`src/rtl/isbx_pkg.sv`:
```
// isbx_pkg: shared constants and types for the five-instruction execute block
// assumes: 8-bit data path, 15-bit program counter, 14-bit instruction words
package isbx_pkg;

  // ==========================================================
  // widths
  localparam int DATA_W  = 8;           // data path width
  localparam int PC_W    = 15;          // program counter width
  localparam int INSN_W  = 14;          // instruction word width
  localparam int FADR_W  = 7;           // file register address width
  localparam int BRK_W   = 11;          // branch immediate width

  // ==========================================================
  // field positions inside the instruction word and the upper pc latch
  localparam int DEST_BIT     = 7;      // destination select bit
  localparam int LATCH_LO     = 3;      // low latch bit feeding the pc page
  localparam int LATCH_HI     = 6;      // high latch bit feeding the pc page

  // ==========================================================
  // opcode patterns (upper bits of the word)
  localparam logic [5:0] OP_DEC_SKIP = 6'h0b;  // decrement, skip if zero
  localparam logic [5:0] OP_INC_SKIP = 6'h0f;  // increment, skip if zero
  localparam logic [5:0] OP_INC_FILE = 6'h0a;  // increment file
  localparam logic [5:0] OP_OR_LIT   = 6'h38;  // or literal into acc
  localparam logic [2:0] OP_BRANCH   = 3'h5;   // unconditional branch (bits 13:11)

  // ==========================================================
  // reset values
  localparam logic [DATA_W-1:0] ACC_RST  = 8'h00;   // working register after reset
  localparam logic [PC_W-1:0]   PC_RST   = 15'h0000; // program counter after reset
  localparam logic              ZERO_RST = 1'b0;     // zero flag after reset

  // ==========================================================
  // execute state machine, one-hot
  typedef enum logic [1:0] {
    ISBX_ST_RUN  = 2'b01,               // executing the fetched word
    ISBX_ST_NOP  = 2'b10                // forced empty cycle (skip or branch)
  } isbx_state_t;

endpackage

```
`src/rtl/isbx_wb_if.sv`:
```
// isbx_wb_if: file write-back request carried from the core to the write port
// assumes: single clock, write happens on the clock edge
`timescale 1ns/10ps
interface isbx_wb_if;
  logic                            we;    // write request
  logic [isbx_pkg::FADR_W-1:0]     addr;  // file address
  logic [isbx_pkg::DATA_W-1:0]     data;  // value to write

  modport src (output we, output addr, output data);
  modport dst (input we, input addr, input data);
endinterface

```
`src/rtl/isbx_core.sv`:
```
// isbx_core: executes decrement-skip, increment-skip, increment, or-literal and branch
// assumes: fetch presents one word per cycle with insn_valid_i; file data for the
// addressed register is returned combinationally on f_rdata_i in the same cycle;
// a file write leaves through a register, so the file sees it one edge after execute
// and a word that reads the same file in the very next slot gets the old value
`timescale 1ns/10ps
module isbx_core
(
  input  wire logic                        clk_i,        // core clock, 100 MHz
  input  wire logic                        rst_b_i,      // async reset, active low
  input  wire logic                        insn_valid_i, // fetched word is valid
  input  wire logic [isbx_pkg::INSN_W-1:0] insn_i,       // fetched instruction word
  input  wire logic [isbx_pkg::DATA_W-1:0] f_rdata_i,    // addressed file contents
  input  wire logic [isbx_pkg::DATA_W-1:0] upper_pc_latch_i, // upper pc latch
  output logic [isbx_pkg::FADR_W-1:0]      f_raddr_o,    // file read address
  output logic                             f_we_o,       // file write strobe
  output logic [isbx_pkg::FADR_W-1:0]      f_waddr_o,    // file write address
  output logic [isbx_pkg::DATA_W-1:0]      f_wdata_o,    // file write data
  output logic [isbx_pkg::DATA_W-1:0]      acc_o,        // working register
  output logic                             zero_o,       // zero flag
  output logic [isbx_pkg::PC_W-1:0]        pc_o,         // program counter
  output logic                             insn_ack_o,   // word consumed this cycle
  output logic                             flush_o       // fetched word discarded
);

  // ==========================================================
  // helpers
  // zero test used by every flag update and skip decision
  function automatic logic is_zero(input logic [isbx_pkg::DATA_W-1:0] v);
    is_zero = (v == '0);
  endfunction

  // next sequential address; wraps at the top of the 15-bit space
  function automatic logic [isbx_pkg::PC_W-1:0] pc_inc(input logic [isbx_pkg::PC_W-1:0] p);
    pc_inc = p + 15'h0001;
  endfunction

  // ==========================================================
  // state
  isbx_pkg::isbx_state_t        st_q, st_d;     // execute state
  logic [isbx_pkg::DATA_W-1:0]  acc_q, acc_d;   // working register
  logic                         zero_q, zero_d; // zero flag
  logic [isbx_pkg::PC_W-1:0]    pc_q, pc_d;     // program counter

  isbx_wb_if wb ();                             // write-back to the port

  // ==========================================================
  // decode
  logic [5:0]                  op6;      // six opcode bits
  logic                        dest;     // destination select
  logic                        is_dsz;   // decrement, skip if zero
  logic                        is_isz;   // increment, skip if zero
  logic                        is_inc;   // increment file
  logic                        is_or;    // or literal into acc
  logic                        is_br;    // unconditional branch
  logic [isbx_pkg::DATA_W-1:0] res;      // arithmetic result
  logic                        run;      // executing a real word

  assign op6    = insn_i[isbx_pkg::INSN_W-1 -: 6];
  assign dest   = insn_i[isbx_pkg::DEST_BIT];
  // decode is qualified by run, so a discarded word decodes to nothing
  assign run    = insn_valid_i && (st_q == isbx_pkg::ISBX_ST_RUN);
  assign is_dsz = run && (op6 == isbx_pkg::OP_DEC_SKIP);
  assign is_isz = run && (op6 == isbx_pkg::OP_INC_SKIP);
  assign is_inc = run && (op6 == isbx_pkg::OP_INC_FILE);
  assign is_or  = run && (op6 == isbx_pkg::OP_OR_LIT);
  assign is_br  = run && (insn_i[isbx_pkg::INSN_W-1 -: 3] == isbx_pkg::OP_BRANCH);

  assign f_raddr_o = insn_i[isbx_pkg::FADR_W-1:0];

  // result: decrement for the decrement-skip, otherwise increment or or-literal
  always_comb
  begin
    // one result per word; the or path ignores the file contents
    if (is_dsz)
    begin
      res = f_rdata_i - 8'h01;
    end
    else if (is_or)
    begin
      res = acc_q | insn_i[isbx_pkg::DATA_W-1:0];
    end
    else
    begin
      res = f_rdata_i + 8'h01;
    end
  end

  // ==========================================================
  // execute next state
  always_comb
  begin
    // defaults: state back to run, hold the other registers, no file write
    st_d    = isbx_pkg::ISBX_ST_RUN;
    acc_d   = acc_q;
    zero_d  = zero_q;
    pc_d    = pc_q;
    wb.we   = 1'b0;
    wb.addr = insn_i[isbx_pkg::FADR_W-1:0];
    wb.data = res;
    case (st_q)
      isbx_pkg::ISBX_ST_RUN:
      begin
        if (is_br)
        begin
          // new pc from immediate and latch page; second cycle is empty
          // the page bits come from the latch every time; nothing old is kept
          pc_d = {upper_pc_latch_i[isbx_pkg::LATCH_HI:isbx_pkg::LATCH_LO],
                  insn_i[isbx_pkg::BRK_W-1:0]};
          st_d = isbx_pkg::ISBX_ST_NOP;
        end
        else if (is_dsz || is_isz || is_inc)
        begin
          // write to accumulator or back to the file
          if (dest)
          begin
            wb.we = 1'b1;
          end
          else
          begin
            acc_d = res;
          end
          // only the plain increment reports its result on the flag
          if (is_inc)
          begin
            zero_d = is_zero(res);
          end
          // skip variants leave flags alone; zero result empties the next slot
          if ((is_dsz || is_isz) && is_zero(res))
          begin
            st_d = isbx_pkg::ISBX_ST_NOP;
          end
          pc_d = pc_inc(pc_q);
        end
        else if (is_or)
        begin
          // literal path never touches the file
          acc_d  = res;
          zero_d = is_zero(res);
          pc_d   = pc_inc(pc_q);
        end
        else if (run)
        begin
          // other words belong elsewhere; just advance
          pc_d = pc_inc(pc_q);
        end
      end
      isbx_pkg::ISBX_ST_NOP:
      begin
        // discard the fetched word; advance past it, branch target or not
        st_d = isbx_pkg::ISBX_ST_RUN;
        if (insn_valid_i)
        begin
          pc_d = pc_inc(pc_q);
        end
        else
        begin
          // no word yet: keep the empty slot pending
          st_d = isbx_pkg::ISBX_ST_NOP;
        end
      end
      default:
      begin
        // unreachable code: fall back to executing
        st_d = isbx_pkg::ISBX_ST_RUN;
      end
    endcase
  end

  // ==========================================================
  // register execute state
  // reset puts the core at address zero with a clear accumulator and flag
  always_ff @(posedge clk_i or negedge rst_b_i)
  begin
    if (!rst_b_i)
    begin
      st_q   <= isbx_pkg::ISBX_ST_RUN;
      acc_q  <= isbx_pkg::ACC_RST;
      zero_q <= isbx_pkg::ZERO_RST;
      pc_q   <= isbx_pkg::PC_RST;
    end
    else
    begin
      st_q   <= st_d;
      acc_q  <= acc_d;
      zero_q <= zero_d;
      pc_q   <= pc_d;
    end
  end

  // ==========================================================
  // outputs
  assign acc_o      = acc_q;
  assign zero_o     = zero_q;
  assign pc_o       = pc_q;
  // every presented word is consumed, whether executed or discarded
  assign insn_ack_o = insn_valid_i;
  assign flush_o    = insn_valid_i && (st_q == isbx_pkg::ISBX_ST_NOP);

  // ==========================================================
  // file write-back register
  isbx_wb_port u_wb
  (
    .clk_i     (clk_i),
    .rst_b_i   (rst_b_i),
    .wb        (wb),
    .f_we_o    (f_we_o),
    .f_waddr_o (f_waddr_o),
    .f_wdata_o (f_wdata_o)
  );

endmodule

```
`src/rtl/isbx_wb_port.sv`:
```
// isbx_wb_port: registers the file write-back onto the outer file bus
// assumes: the file memory outside takes one write per cycle
`timescale 1ns/10ps
module isbx_wb_port
(
  input  wire logic                        clk_i,     // core clock
  input  wire logic                        rst_b_i,   // async reset, active low
  isbx_wb_if.dst                           wb,        // request from the core
  output logic                             f_we_o,    // file write strobe
  output logic [isbx_pkg::FADR_W-1:0]      f_waddr_o, // file write address
  output logic [isbx_pkg::DATA_W-1:0]      f_wdata_o  // file write data
);

  // ==========================================================
  // next values
  logic                        we_d;
  logic [isbx_pkg::FADR_W-1:0] addr_d;
  logic [isbx_pkg::DATA_W-1:0] data_d;

  // pass request through; keep address and data when idle
  always_comb
  begin
    we_d   = wb.we;
    addr_d = wb.we ? wb.addr : f_waddr_o;
    data_d = wb.we ? wb.data : f_wdata_o;
  end

  // register the write-back
  always_ff @(posedge clk_i or negedge rst_b_i)
  begin
    if (!rst_b_i)
    begin
      f_we_o    <= 1'b0;
      f_waddr_o <= '0;
      f_wdata_o <= '0;
    end
    else
    begin
      f_we_o    <= we_d;
      f_waddr_o <= addr_d;
      f_wdata_o <= data_d;
    end
  end

endmodule

```
`config.mk`:
```
export PLATFORM = sky130hd
export DESIGN_NAME = isbx_core
export DESIGN_NICKNAME = d
export VERILOG_FILES = /design/src/rtl/isbx_pkg.sv /design/src/rtl/isbx_wb_if.sv /design/src/rtl/isbx_core.sv /design/src/rtl/isbx_wb_port.sv
export SDC_FILE = /design/constraint.sdc
export NUM_CORES = 1
export LEC_CHECK = 0
export ABC_AREA = 1
export BUFFER_PORTS_ARGS = -buffer_cell sky130_fd_sc_hd__clkbuf_2
export CAP_MARGIN = 10
export CORE_AREA = 4 4 77 79
export CTS_CLUSTER_DIAMETER = 60
export DETAILED_ROUTE_END_ITERATION = 10
export DIE_AREA = 0 0 81 83
export GPL_TIMING_DRIVEN = 1
export PLACE_DENSITY = 0.8
export SLEW_MARGIN = 40
export SYNTH_ARGS = -nofsm -noshare
export SYNTH_HDL_FRONTEND = slang
export SYNTH_SLANG_ARGS = --single-unit
```
`constraint.sdc`:
```
create_clock -name clk_i -period 2.5 [get_ports clk_i]
set_input_delay 0.5 -clock clk_i [delete_from_list [all_inputs] [get_ports clk_i]]
set_output_delay 0.5 -clock clk_i [all_outputs]
set_load 0.05 [all_outputs]
```
==> run metrics <==
outcome finished, final reports clean; Worst VDD drop 0.0005449 V; Fin. Hold Viols 0; Hold Path Class input pin to async pin; Die H 83 microns; FP Rows 27; Final #Nets 478; Iter 0 DRT Violations 199; Worst Setup End Kind flop; Hold WS 0.1675 ns; Placed Area 0.003093 sq mm; n_diodes 0; Clock Tree Buf Depth 2; Crit Reg-Reg Startpoint st_q[0]; Total GRT Usage 20.86%; vias per cell 5.084; routed vias 2608; Synth Net Count 406; Finish-stage setup viols 0; final wirelength 6551 microns; CORE AREA 0.005338 sq mm; Hold Buf Count CTS 0; Routed Antenna Nets 0; total CTS buffers 5; largest net degree at the start of global routing 26; LEAKAGE 1.755 nW; pre-CTS WS 0.4219 ns; H-tree depth 2; FMAX 0.4771 GHz; Initial DRT Pass Iterations 4; Max-cap violations 0; PortBufs 77; die area 0.006723 sq mm; clk sinks 42; multiplexer area fraction after synthesis 0%; slew margin rel. 65.51%; overall power 3.481 mW; Seq/Total Area, Yosys 39.06%; Worst Path Class, Setup flop to flop; critical path data required time 2.70 ns; Die W 81 microns; Netlist Area Pre-Place 0.002694 sq mm; asr flop ratio synth 100.0%; initial antenna violation count 0; Arr. time, crit path 2.30 ns; worst setup path startpoint st_q[0]; cells after synthesis 368; DR DRC count 0; layout cells sized above 1 24.72%; grt ovf 0; pwr dens 1088 mW/mm^2; Layout Cells excl Fill 513; Multi-input gate area 0.001350 sq mm; final critical-path share of the clock period 83.84%; min cycle time layout 2.096 ns; final core occ 59.94%; largest family of logic cells by synthesized area simple AND/OR/NAND/NOR gates; Least-Margin Pin Slew 0.5174 ns; HPWL after DPL 5120 microns; wire per inst 12.77 microns; Starting Density 50.47%; synthesis-stage register bit count 42; Filler Cell Count 506; CTS tree yes; Post-Synth Adder-Cell Area 2.322%; Design Area, Final 0.003199 sq mm; most common cell after layout, fill and taps aside nand2_1; Critical Path Start Type flop; count of pins over their slew limit 0; XOR/XNOR Fraction of Synth Area 3.576%; Synthesis Warnings 0; Placed Instances 505; Synth Area in Compound Gates 13.19%; vias in the first global route 2464; RSZ-0062 raised after global routing false; GP Congestion 0.8586; clock-pin slew on the worst setup and hold paths 0.08 ns; clock root cell clkbuf_8; post-cts resize count 0; # IOs 82; most frequent cells in the layout nand2_1 (95), clkbuf_2 (77), inv_1 (43), dfrtp_1 (41); worst-path maximum fanout 15; top_reg_cell synth dfrtp_1; first-pass GRT wire length 11210 microns; Worst-Skew Late Latency 0.29 ns; setup bufs post-CTS 0; post-synth cell types 37; Post-synth EDFFs 0; total area of sequential cells 0.001052 sq mm; Setup TNS 0 ns; clk_skew 0.007644 ns; Layout Area Growth over Synthesis 18.76%; Post-Synth Simple-Gate Area 31.03%; Setup WS post-layout 0.4041 ns; syn avg cell area 7.320 sq um
## power by group
part / switching, mW / internal, mW / total [mW]
combinational: 1.36 / 0.441 / 1.80
sequential: 0.236 / 0.924 / 1.16
clock: 0.224 / 0.299 / 0.523
total: 1.82 / 1.66 / 3.48
## state kept, by name (all words and copies together) (netlist names)
signal / cells
acc_o: 8
zero_o: 1
u_wb.f_wdata_o: 8
u_wb.f_waddr_o: 7
u_wb.f_we_o: 1
pc_o: 15
st_q: 2
## path summary, 6_finish.rpt
check	endpoint	slack [ns]	depth (start not counted)
hold reg to reg	u_wb.f_waddr_o[5]	0.47	2
hold / removal	acc_o[3]	0.17	1
setup / recovery	acc_o[1]	0.40	9
setup reg to reg	acc_o[1]	0.40	9
max in group asynchronous	st_q[0]	1.68	2
min in group clk_i	u_wb.f_waddr_o[5]	0.47	2
## cells by family (layout without fill, tap and decap cells)
family                     Yosys count  in the layout
DFF                                 42             42
buffers and inverters               63            136
adders and majority gates            5              5
AOI/OAI and AO/OA                   65             65
xor gates and xnor gates            11             11
and+or+nand+nor                    182            182
## layer usage
| layer | vias up | track usage (%) | share of wire [%] |
|---|---|---|---|
| met2 | 84 | 35.18 | 49 |
| met3 | 6 | 3.471 | 5.6 |
| li1 | 1331 | - | - |
| met4 | 0 | 8.295 | 1.8 |
| met1 | 1187 | 26.09 | 43 |
| met5 | - | 0 | 0 |
## cell type report
type	count	share of cell area, %
inverter	46	5.553
clock inverter	1	0.9386
timing repair buffer	82	13.22
clock buffer	7	2.386
tap	72	2.816
sequential	42	32.89
multi-input combinational	263	42.20
## synth_stat cells, types with 2 or more instances
cell,count,area share (%)
or2_2,2,0.46
clkbuf_1,2,0.28
inv_2,2,0.28
nor2_2,2,0.46
nand3_1,35,6.5
o21ai_0,35,6.5
nand2_1,95,13
inv_1,43,6.0
buf_2,4,0.74
xnor2_1,4,1.3
a21oi_1,8,1.5
nor2_4,2,0.84
nand2_2,3,0.70
o21ai_1,9,1.7
nor3_2,2,0.74
ha_1,5,2.3
nor2_1,31,4.3
nand4_1,2,0.46
o31ai_1,2,0.56
a31oi_1,3,0.70
nand3b_1,2,0.56
xor2_1,7,2.3
buf_4,10,2.8
nand3_2,2,0.74
o211ai_1,4,1.1
dfrtp_1,41,38
## worst max-delay path, stage by stage, from the launching register on
cell,delay [ns]
dfstp_2,0.53
ha_1,0.20
nand2_2,0.11
nor2_1,0.14
o2111ai_1,0.23
nor2_4,0.26
inv_2,0.06
nand2_2,0.20
inv_1,0.09
a31oi_1,0.18
(Power assumes the default switching activity.)
